File: src/pkg/mbrs_pkg.sv
package mbrs_pkg;
  // timing
  localparam int CLK_HZ = 200_000_000;
  localparam int BAUD = 9600;
  localparam int BIT_CYC = CLK_HZ / BAUD;
  localparam int GAP_CHAR_MS = 15;
  localparam int GAP_FRAME_MS = 35;
  localparam int GAP_CHAR_CYC = GAP_CHAR_MS * (CLK_HZ / 1000);
  localparam int GAP_FRAME_CYC = GAP_FRAME_MS * (CLK_HZ / 1000);
  // station address
  localparam logic [7:0] ST_RST = 8'h01;
  localparam logic [7:0] ST_MIN = 8'h01;
  localparam logic [7:0] ST_MAX = 8'hdf;
  // function and exception codes
  localparam logic [7:0] FC_RD_HOLD = 8'h03;
  localparam logic [7:0] FC_RD_IN = 8'h04;
  localparam logic [7:0] FC_WR_ONE = 8'h06;
  localparam logic [7:0] FC_WR_MANY = 8'h10;
  localparam logic [7:0] FC_EXC = 8'h80;
  localparam logic [7:0] EX_NONE = 8'h00;
  localparam logic [7:0] EX_FUNC = 8'h01;
  localparam logic [7:0] EX_ADDR = 8'h02;
  localparam logic [7:0] EX_VAL = 8'h03;
  localparam logic [15:0] MAX_RD = 16'h007d;
  localparam logic [15:0] UNDEF_VAL = 16'hffff;
  localparam logic [15:0] CRC_INIT = 16'hffff;
  localparam logic [15:0] CRC_POLY = 16'ha001;
  // storage and frame sizes
  localparam int NREG = 8;
  localparam int AW = $clog2(NREG);
  localparam int NBLK = 4;
  localparam int RXB = 24;
  localparam logic [15:0] REG_RST = 16'h0000;

  typedef struct packed {
    logic [15:0] base;
    logic [15:0] size;
    logic na;
    logic [15:0] fill;
  } mbrs_blk_t;

  localparam mbrs_blk_t BLK_MAP [NBLK] = '{
    '{16'h0000, 16'h0004, 1'b0, 16'h0000},
    '{16'h0004, 16'h0002, 1'b0, 16'h0000},
    '{16'h0006, 16'h0001, 1'b0, 16'h0000},
    '{16'h0007, 16'h0001, 1'b1, 16'h0000}
  };

  typedef struct packed {
    logic vld;
    logic err;
    logic [7:0] data;
  } mbrs_byte_t;

  typedef enum logic [3:0] {
    S_RX = 4'b0001,
    S_CHK = 4'b0010,
    S_TX = 4'b0100,
    S_SYNC = 4'b1000
  } mbrs_state_t;

  function automatic logic [15:0] crc_step(logic [15:0] c, logic [7:0] d);
    logic [15:0] r;
    r = c ^ {8'h00, d};
    for (int i = 0; i < 8; i++) begin
      r = r[0] ? ((r >> 1) ^ CRC_POLY) : (r >> 1);
    end
    return r;
  endfunction
endpackage

File: src/mbrs_slave.sv
// Operation
// - link runs 9600 baud, 8 data bits, no parity, one stop bit, binary
// - reads must start and end on block edges, else illegal data address
// - a read covering several whole blocks returns all of them at once
// - a write must hit exactly one whole block, else illegal data address
// - reading an undefined register is accepted and returns 0xffff
// - fc 3 and 4 reads give 0xffff at every undefined position
// - any write touching an undefined register gets illegal data address
// - a defined but absent register reads as its own fill value
// - writing a defined but absent register gets illegal data address
// - station address resets to 1, settable only within 1 to 223
// - station addresses 224 to 247 are never accepted
// - single-register write answer carries the value stored after the write
// - only binary framing; character-based frames are not decoded
// - a frame ends only after at least 15 ms of idle line
// - after a receive error the receiver waits 35 ms idle to resync
// - reads use fc 3 or 4, single writes fc 6, multi writes fc 16
// - wide values go most significant word at the lowest register
// - text byte order is high byte then low byte of each register
module mbrs_slave
  import mbrs_pkg::*;
#(
  parameter int BIT_CYC_P = BIT_CYC,
  parameter int GAP_CHAR_P = GAP_CHAR_CYC,
  parameter int GAP_FRAME_P = GAP_FRAME_CYC
) (
  // clock, reset, enable
  input logic core_clk_i,
  input logic rst_n_i,
  input logic ce_i,
  // serial line
  input logic rxd_i,
  output logic txd_o,
  // station address setting
  input logic st_wr_i,
  input logic [7:0] st_val_i,
  output logic [7:0] station_o
);
  localparam int IW = $clog2(GAP_FRAME_P + 1);
  localparam int RW = $clog2(RXB + 1);
  localparam logic [IW-1:0] GAP_C = IW'(GAP_CHAR_P);
  localparam logic [IW-1:0] GAP_F = IW'(GAP_FRAME_P);

  mbrs_state_t st_r, st_nxt;
  logic [7:0] station_r, station_nxt;
  logic [IW-1:0] idle_r, idle_nxt;
  logic [RXB-1:0][7:0] rbuf_r, rbuf_nxt;
  logic [RW-1:0] rcnt_r, rcnt_nxt;
  logic [15:0] rcrc_r, rcrc_nxt, tcrc_r, tcrc_nxt;
  logic [NREG-1:0][15:0] mem_r, mem_nxt;
  logic [7:0] fc_r, fc_nxt, exc_r, exc_nxt, k_r, k_nxt, rlen_r, rlen_nxt;
  logic [15:0] a_r, a_nxt, n_r, n_nxt;
  mbrs_byte_t rx;
  logic tx_vld, tx_rdy, len_ok, is_rd, rd_r, go_w;
  logic [7:0] tx_byte, kk, fc_w;
  logic [15:0] wa, wd, a_w, n_w;

  function automatic logic [15:0] rd_word(logic [15:0] a, logic [NREG-1:0][15:0] m);
    logic [15:0] w;
    w = UNDEF_VAL;
    for (int b = 0; b < NBLK; b++) begin
      if (a >= BLK_MAP[b].base && (a - BLK_MAP[b].base) < BLK_MAP[b].size) begin
        w = BLK_MAP[b].na ? BLK_MAP[b].fill : m[a[AW-1:0]];
      end
    end
    return w;
  endfunction

  // reads may span holes and whole blocks; writes must be one whole live block
  function automatic logic rng_ok(logic [15:0] a, logic [15:0] n, logic wr);
    logic [16:0] e, lo, hi;
    logic ok, hit;
    e = {1'b0, a} + {1'b0, n} - 17'h00001;
    ok = !e[16];
    hit = 1'b0;
    for (int b = 0; b < NBLK; b++) begin
      lo = {1'b0, BLK_MAP[b].base};
      hi = lo + {1'b0, BLK_MAP[b].size} - 17'h00001;
      if ({1'b0, a} > lo && {1'b0, a} <= hi) ok = 1'b0;
      if (e >= lo && e < hi) ok = 1'b0;
      if (a == BLK_MAP[b].base && n == BLK_MAP[b].size && !BLK_MAP[b].na) hit = 1'b1;
    end
    return wr ? hit : ok;
  endfunction

  mbrs_uart #(.BIT_CYC_P(BIT_CYC_P)) u_uart (
    .core_clk_i(core_clk_i),
    .rst_n_i(rst_n_i),
    .ce_i(ce_i),
    .rxd_i(rxd_i),
    .txd_o(txd_o),
    .rx_o(rx),
    .tx_vld_i(tx_vld),
    .tx_data_i(tx_byte),
    .tx_rdy_o(tx_rdy)
  );

  assign station_o = station_r;
  assign fc_w = rbuf_r[1];
  assign a_w = {rbuf_r[2], rbuf_r[3]};
  assign n_w = {rbuf_r[4], rbuf_r[5]};
  assign is_rd = (fc_w == FC_RD_HOLD) || (fc_w == FC_RD_IN);
  assign rd_r = (fc_r == FC_RD_HOLD) || (fc_r == FC_RD_IN);

  always_comb begin
    if (is_rd || fc_w == FC_WR_ONE) begin
      len_ok = (rcnt_r == RW'(8));
    end else if (fc_w == FC_WR_MANY) begin
      len_ok = (8'(rcnt_r) == rbuf_r[6] + 8'h09) && (rbuf_r[6] == {n_w[6:0], 1'b0}) && (n_w[15:7] == 9'h000);
    end else begin
      len_ok = 1'b1;
    end
    // an ascii frame fails the crc and is dropped
    go_w = (rcnt_r >= RW'(4)) && (rcrc_r == 16'h0000) && (rbuf_r[0] == station_r) && len_ok;
  end

  // station address and line idle timer
  always_comb begin
    station_nxt = station_r;
    if (st_wr_i && st_val_i >= ST_MIN && st_val_i <= ST_MAX) station_nxt = st_val_i;
    idle_nxt = '0;
    if (rxd_i) idle_nxt = (idle_r == GAP_F) ? idle_r : idle_r + 1'b1;
  end

  always_ff @(posedge core_clk_i) begin
    if (!rst_n_i) begin
      station_r <= ST_RST;
      idle_r <= '0;
    end else if (ce_i) begin
      station_r <= station_nxt;
      idle_r <= idle_nxt;
    end
  end

  // answer bytes, big-endian words, crc low byte first
  always_comb begin
    kk = k_r - 8'h03;
    wa = (fc_r == FC_WR_ONE) ? a_r : a_r + {9'h000, kk[7:1]};
    wd = rd_word(wa, mem_r);
    if (k_r == rlen_r) tx_byte = tcrc_r[7:0];
    else if (k_r > rlen_r) tx_byte = tcrc_r[15:8];
    else if (k_r == 8'h00) tx_byte = station_r;
    else if (k_r == 8'h01) tx_byte = (exc_r != EX_NONE) ? (fc_r | FC_EXC) : fc_r;
    else if (exc_r != EX_NONE) tx_byte = exc_r;
    else if (rd_r && k_r == 8'h02) tx_byte = {n_r[6:0], 1'b0};
    else if (rd_r) tx_byte = kk[0] ? wd[7:0] : wd[15:8];
    else if (k_r == 8'h02) tx_byte = a_r[15:8];
    else if (k_r == 8'h03) tx_byte = a_r[7:0];
    else if (fc_r == FC_WR_ONE) tx_byte = (k_r == 8'h04) ? wd[15:8] : wd[7:0];
    else tx_byte = (k_r == 8'h04) ? n_r[15:8] : n_r[7:0];
  end

  always_comb begin
    st_nxt = st_r;
    rbuf_nxt = rbuf_r;
    rcnt_nxt = rcnt_r;
    rcrc_nxt = rcrc_r;
    tcrc_nxt = tcrc_r;
    mem_nxt = mem_r;
    fc_nxt = fc_r;
    exc_nxt = exc_r;
    k_nxt = k_r;
    rlen_nxt = rlen_r;
    a_nxt = a_r;
    n_nxt = n_r;
    tx_vld = 1'b0;
    case (st_r)
      S_RX: begin
        if (rx.vld && (rx.err || rcnt_r == RW'(RXB))) begin
          st_nxt = S_SYNC;
        end else if (rx.vld) begin
          rbuf_nxt[rcnt_r] = rx.data;
          rcnt_nxt = rcnt_r + 1'b1;
          rcrc_nxt = crc_step(rcrc_r, rx.data);
        end else if (rcnt_r != '0 && idle_r >= GAP_C) begin
          st_nxt = S_CHK;
        end
      end
      S_CHK: begin
        st_nxt = S_RX;
        rcnt_nxt = '0;
        rcrc_nxt = CRC_INIT;
        if (go_w) begin
          st_nxt = S_TX;
          fc_nxt = fc_w;
          a_nxt = a_w;
          n_nxt = n_w;
          k_nxt = 8'h00;
          tcrc_nxt = CRC_INIT;
          exc_nxt = EX_NONE;
          if (is_rd) begin
            if (n_w == 16'h0000 || n_w > MAX_RD) exc_nxt = EX_VAL;
            else if (!rng_ok(a_w, n_w, 1'b0)) exc_nxt = EX_ADDR;
          end else if (fc_w == FC_WR_ONE) begin
            if (!rng_ok(a_w, 16'h0001, 1'b1)) exc_nxt = EX_ADDR;
            else mem_nxt[a_w[AW-1:0]] = n_w;
          end else if (fc_w == FC_WR_MANY) begin
            if (!rng_ok(a_w, n_w, 1'b1)) begin
              exc_nxt = EX_ADDR;
            end else begin
              for (int i = 0; i < NREG; i++) begin
                if (i >= int'(a_w) && i < int'(a_w) + int'(n_w)) begin
                  mem_nxt[i] = {rbuf_r[7 + 2 * (i - int'(a_w))], rbuf_r[8 + 2 * (i - int'(a_w))]};
                end
              end
            end
          end else begin
            exc_nxt = EX_FUNC;
          end
          if (exc_nxt != EX_NONE) rlen_nxt = 8'h03;
          else if (is_rd) rlen_nxt = 8'({n_w[14:0], 1'b0} + 16'h0003);
          else rlen_nxt = 8'h06;
        end
      end
      S_TX: begin
        tx_vld = 1'b1;
        if (tx_rdy) begin
          k_nxt = k_r + 8'h01;
          if (k_r < rlen_r) tcrc_nxt = crc_step(tcrc_r, tx_byte);
          if (k_r == rlen_r + 8'h01) st_nxt = S_RX;
        end
      end
      S_SYNC: begin
        rcnt_nxt = '0;
        rcrc_nxt = CRC_INIT;
        if (idle_r == GAP_F) st_nxt = S_RX;
      end
      default: st_nxt = S_SYNC;
    endcase
  end

  // reset enters resync so a frame in flight at release is not half taken
  always_ff @(posedge core_clk_i) begin
    if (!rst_n_i) begin
      st_r <= S_SYNC;
      rbuf_r <= '0;
      rcnt_r <= '0;
      rcrc_r <= CRC_INIT;
      tcrc_r <= CRC_INIT;
      mem_r <= {NREG{REG_RST}};
      fc_r <= 8'h00;
      exc_r <= EX_NONE;
      k_r <= 8'h00;
      rlen_r <= 8'h00;
      a_r <= 16'h0000;
      n_r <= 16'h0000;
    end else if (ce_i) begin
      st_r <= st_nxt;
      rbuf_r <= rbuf_nxt;
      rcnt_r <= rcnt_nxt;
      rcrc_r <= rcrc_nxt;
      tcrc_r <= tcrc_nxt;
      mem_r <= mem_nxt;
      fc_r <= fc_nxt;
      exc_r <= exc_nxt;
      k_r <= k_nxt;
      rlen_r <= rlen_nxt;
      a_r <= a_nxt;
      n_r <= n_nxt;
    end
  end
endmodule

File: src/mbrs_uart.sv
module mbrs_uart
  import mbrs_pkg::*;
#(
  parameter int BIT_CYC_P = BIT_CYC
) (
  // clock, reset, enable
  input logic core_clk_i,
  input logic rst_n_i,
  input logic ce_i,
  // serial line
  input logic rxd_i,
  output logic txd_o,
  // byte streams
  output mbrs_byte_t rx_o,
  input logic tx_vld_i,
  input logic [7:0] tx_data_i,
  output logic tx_rdy_o
);
  localparam int CW = $clog2(BIT_CYC_P);
  localparam logic [CW-1:0] BIT_LAST = CW'(BIT_CYC_P - 1);
  localparam logic [CW-1:0] BIT_HALF = CW'(BIT_CYC_P / 2);

  logic r_busy_r, r_busy_nxt, t_busy_r, t_busy_nxt, txd_nxt;
  logic [CW-1:0] r_cnt_r, r_cnt_nxt, t_cnt_r, t_cnt_nxt;
  logic [3:0] r_bit_r, r_bit_nxt, t_bit_r, t_bit_nxt;
  logic [7:0] r_sh_r, r_sh_nxt;
  logic [9:0] t_sh_r, t_sh_nxt;
  mbrs_byte_t rx_nxt;

  assign tx_rdy_o = !t_busy_r;

  // 8 data bits, no parity, one stop bit, lsb first
  always_comb begin
    r_busy_nxt = r_busy_r;
    r_cnt_nxt = r_cnt_r;
    r_bit_nxt = r_bit_r;
    r_sh_nxt = r_sh_r;
    rx_nxt = '0;
    if (!r_busy_r) begin
      if (!rxd_i) begin
        r_busy_nxt = 1'b1;
        r_cnt_nxt = BIT_HALF;
        r_bit_nxt = 4'h0;
      end
    end else if (r_cnt_r != '0) begin
      r_cnt_nxt = r_cnt_r - 1'b1;
    end else begin
      r_cnt_nxt = BIT_LAST;
      r_bit_nxt = r_bit_r + 4'h1;
      if (r_bit_r == 4'h0 && rxd_i) begin
        r_busy_nxt = 1'b0; // glitch, not a start bit
      end else if (r_bit_r == 4'h9) begin
        r_busy_nxt = 1'b0;
        rx_nxt = '{vld: 1'b1, err: !rxd_i, data: r_sh_r};
      end else if (r_bit_r != 4'h0) begin
        r_sh_nxt = {rxd_i, r_sh_r[7:1]};
      end
    end
    t_busy_nxt = t_busy_r;
    t_cnt_nxt = t_cnt_r;
    t_bit_nxt = t_bit_r;
    t_sh_nxt = t_sh_r;
    txd_nxt = txd_o;
    if (!t_busy_r) begin
      txd_nxt = 1'b1;
      if (tx_vld_i) begin
        t_busy_nxt = 1'b1;
        t_sh_nxt = {1'b1, tx_data_i, 1'b0};
        t_cnt_nxt = BIT_LAST;
        t_bit_nxt = 4'h0;
        txd_nxt = 1'b0;
      end
    end else if (t_cnt_r != '0) begin
      t_cnt_nxt = t_cnt_r - 1'b1;
    end else if (t_bit_r == 4'h9) begin
      t_busy_nxt = 1'b0;
    end else begin
      t_cnt_nxt = BIT_LAST;
      t_bit_nxt = t_bit_r + 4'h1;
      t_sh_nxt = {1'b1, t_sh_r[9:1]};
      txd_nxt = t_sh_r[1];
    end
  end

  always_ff @(posedge core_clk_i) begin
    if (!rst_n_i) begin
      r_busy_r <= 1'b0;
      r_cnt_r <= '0;
      r_bit_r <= 4'h0;
      r_sh_r <= 8'h00;
      rx_o <= '0;
      t_busy_r <= 1'b0;
      t_cnt_r <= '0;
      t_bit_r <= 4'h0;
      t_sh_r <= 10'h3ff;
      txd_o <= 1'b1;
    end else if (ce_i) begin
      r_busy_r <= r_busy_nxt;
      r_cnt_r <= r_cnt_nxt;
      r_bit_r <= r_bit_nxt;
      r_sh_r <= r_sh_nxt;
      rx_o <= rx_nxt;
      t_busy_r <= t_busy_nxt;
      t_cnt_r <= t_cnt_nxt;
      t_bit_r <= t_bit_nxt;
      t_sh_r <= t_sh_nxt;
      txd_o <= txd_nxt;
    end
  end
endmodule

File: config.mk
export PLATFORM = sky130hd
export DESIGN_NAME = mbrs_slave
export DESIGN_NICKNAME = d
export VERILOG_FILES = /design/src/pkg/mbrs_pkg.sv /design/src/mbrs_slave.sv /design/src/mbrs_uart.sv
export SDC_FILE = /design/constraint.sdc
export NUM_CORES = 2
export LEC_CHECK = 0
export ABC_CLOCK_PERIOD_IN_PS = 10720
export BUFFER_PORTS_ARGS = -buffer_cell sky130_fd_sc_hd__buf_2
export CAP_MARGIN = 25
export CORE_MARGIN = 10
export CORE_UTILIZATION = 58
export CTS_CLUSTER_SIZE = 8
export DETAILED_ROUTE_END_ITERATION = 6
export GPL_TIMING_DRIVEN = 0
export PLACE_DENSITY_LB_ADDON = 0.25
export RECOVER_POWER = 25
export SLEW_MARGIN = 0
export SYNTH_ARGS = -nofsm -noshare
export SYNTH_HDL_FRONTEND = slang
export SYNTH_SLANG_ARGS = --single-unit
export TNS_END_PERCENT = 20
File: constraint.sdc
create_clock -name core_clk_i -period 10.72 [get_ports core_clk_i]
set_input_delay 2.144 -clock core_clk_i [delete_from_list [all_inputs] [get_ports core_clk_i]]
set_output_delay 2.144 -clock core_clk_i [all_outputs]
set_load 0.02 [all_outputs]
==> impl_metrics.yaml <==
power:
  peakVddDrop_uv: 164
  p_leak_nw: 13.8
  p_per_area_nw_per_um2: 112
outcome:
  violations: "design-rule violations"
  status: "finished, violations left"
logic_synthesis:
  ys.flop_type: "dfxtp_1"
  synthesis.area_um2: 35200
  synth-seq-cells: 517
  synth_compound_gate_area_share_pct: 18.5
  async_reset_ff_share_pct: 0
  ys_seq_area_share_pct: 29.4
  synth_area_leaders: "dfxtp_1, a21oi_1, mux4_2, nand2_1, nor2_1"
  synthAdderAreaFrac_pct: 3.75
  synth_mux_area_share_pct: 14.1
  postSynthAreaPerCell_um2: 7.52
  synth_common_cells: "nand2_1, a21oi_1, nor2_1, dfxtp_1, clkbuf_1"
  synth_top_family_by_area: "simple AND/OR/NAND/NOR gates"
  synth_edf_count: 0
  syn-num-nets: 4800
  yosysTopAreaCell: "dfxtp_1"
  synth_xor_area_share_pct: 4.64
  synth-simple-area-share_pct: 24.3
  synth.distinct_cells: 104
  yosysWarnings: 0
  synth_cells: 4684
  yosysMostFrequentCell: "nand2_1"
  synth_top_area_share_pct: 29.4
finish:
  area_growth_pct: 9.32
  fillers: 5403
  antenna_cells: 0
  finalNonFillerCells: 5585
  drive_above_1_share_pct: 6.77
  final_nets: 4910
clocking:
  clock-sinks: 517
  htreeDepth: 3
  cts_tree: "built"
  cts_root_buf: "clkbuf_16"
  post_cts_buffers: 0
  cts_hold_buffers: 0
  clock_latency_ns: 0.67
  clkTransAtPathRegs_ns: 0.06
  cts_buffer_depth: 3
  cts_resized: 0
  cts_buffers: 75
setup_path:
  reg2regPathDepth: 24
  crit_path_start: "k_r[0]"
  critPathKind: "reg -> reg"
  startpoint_type: "register"
  end_kind: "register"
  cp.arrival_ns: 9.05
  crit_required_ns: 11.28
  crit_fanout: 12
  r2r-start: "k_r[0]"
placed_design:
  port_buffers: 19
  dp_hpwl_um: 123000
  dp_cells: 5494
  gp_congestion: 1.17
drt:
  routed_wl_um: 157000
  drc_errors: 1
  vias: 37800
  first_iter_violations: 5974
  drt-vias-per-instance: 6.77
  firstDrtPassIters: 7
  antenna_left: 0
  routedWlPerCell_um: 28.1
timing:
  final_max_slew_viol_count: 0
  post-route-period-util_pct: 79.2
  rsz0062_at_grt: "false"
  finalSetupTns_ns: 0
  tightest_slew_ns: 1.34
  fin_crit_ns: 8.49
  hold_viol_final: 0
  max_freq_ghz: 0.118
  maxSlewHeadroom_pct: 9.64
  clock_skew_ns: 0.0446
  setup_viol: 0
global_routing:
  grt_max_degree: 15
  grt_pass1_vias: 34000
  grt_pass1_wl_um: 226000
  grt_antenna_before_repair: 3
  overflow: 0
  grt_usage_pct: 42.9
die:
  num_io_pins: 22
  fp.coreArea_um2: 60200
  die_h_um: 266
  die_x_um: 266
  floorplan.initialDensity_pct: 58.5
  num_rows: 90
  die_area_um2: 71000
run:
  drv_cap: 0
min_path:
  hold-path-cell-count: 2
  min_from: "n_r[10]"
  hold_path.class: "reg -> reg"
## report_power, final
group / switching, mW / internal [mW] / leakage (nW)
clock: 0.910 / 1.27 / 1.01
sequential: 0.0144 / 1.94 / 4.17
combinational: 0.115 / 0.0434 / 8.58
## final cells by class
class	count	area, um2	share of cell area (%)
timing repair buffer	33	211	0.549
inverter	118	443	1.15
buffer	379	1440	3.74
multi-input combinational	3670	23000	59.7
tap	782	978	2.54
sequential	517	10300	26.9
clock buffer	76	1880	4.88
clock inverter	10	201	0.523
## worst max-delay path, cell delays in order, from the launching register on
cell and delay [ns]:
dfxtp_1 0.43, inv_1 0.12, clkbuf_1 0.65, ha_1 0.40, ha_1 0.23, fa_1 0.44, mux2i_1 0.85, inv_1 0.15
clkbuf_1 0.29, clkbuf_1 0.35, ha_1 0.28, clkbuf_1 0.24, nor2_1 0.14, or4b_1 0.47, a211oi_2 0.33, a31oi_1 0.13
o211a_2 0.30, o211a_1 0.27, nor2_1 0.14, o2111ai_1 0.27, a211oi_1 0.51, mux2i_2 0.45, xor2_1 0.38, xnor3_1 0.39
a31oi_1 0.16
## metrics by stage
| step | cell area (um2) | power [mW] | hold WS (ns) | utilization, % | worst slack, ns |
|---|---|---|---|---|---|
| global route | 38500 | 4.38 | 0.494 | 63.9 | 2.01 |
| finish | 38500 | 4.30 | 0.453 | 63.9 | 2.23 |
| global placement | 36300 | 2.14 | 0.443 | 60.2 | 2.49 |
| CTS | 38500 | 4.27 | 0.457 | 63.9 | 2.43 |
| floorplan | 35200 | 2.09 | 0.429 | - | 4.40 |
| detailed placement | 36400 | 2.14 | 0.450 | 60.4 | 2.44 |
## cells in the final DEF, fill, tap and decap left out, types with 21 or more instances in the layout
cell       count
nand2_1      712
a21oi_1      641
nor2_1       601
dfxtp_1      517
clkbuf_1     329
nand3_1      296
mux2i_1      169
o21ai_0      144
mux4_2       126
inv_1        116
ha_1         100
xnor2_1       97
a22oi_1       86
xor2_1        79
clkbuf_16     75
nor3_1        60
buf_1         56
a31oi_1       47
nand4_1       40
mux2_2        35
nor4_1        32
a211oi_1      31
or3_1         28
o211ai_1      26
nor2b_1       25
o22ai_1       25
and3_1        24
and2_1        21
## routing by layer
metal | track usage, % | wire length, um | vias up
li1 | - | - | 16700
met1 | 56.5 | 59800 | 17700
met2 | 61.3 | 63500 | 2888
met3 | 12.2 | 22200 | 539
met4 | 26.0 | 11400 | 6
met5 | 0 | 34 | -
## logic make-up after synthesis
kind of cell	Yosys count
adder cells (fa/ha/maj)	104
buffers and inverters	497
AO/OA/AOI/OAI	1123
flip-flops	517
multiplexers	332
AND/OR/NAND/NOR	1931
XOR/XNOR	180
## registers in the layout (all words and copies together) (netlist names), 5 cells and up
register,flops
a_r,16
a_w,16
fc_r,8
fc_w,8
idle_r,23
k_r,8
mem_r,128
n_r,16
n_w,16
rbuf_r,152
rcnt_r,5
rcrc_r,16
rlen_r,8
station_o,8
tcrc_r,16
u_uart.r_cnt_r,15
u_uart.r_sh_r,8
u_uart.rx_o,10
u_uart.t_cnt_r,15
u_uart.t_sh_r,8
## final timing paths
path                    end  slack (ns)
setup / recovery  tcrc_r[0]        2.23
hold / removal      n_r[10]        0.45
setup reg to reg  tcrc_r[0]        2.23
hold reg to reg     n_r[10]        0.45
(Power assumes the default switching activity.)
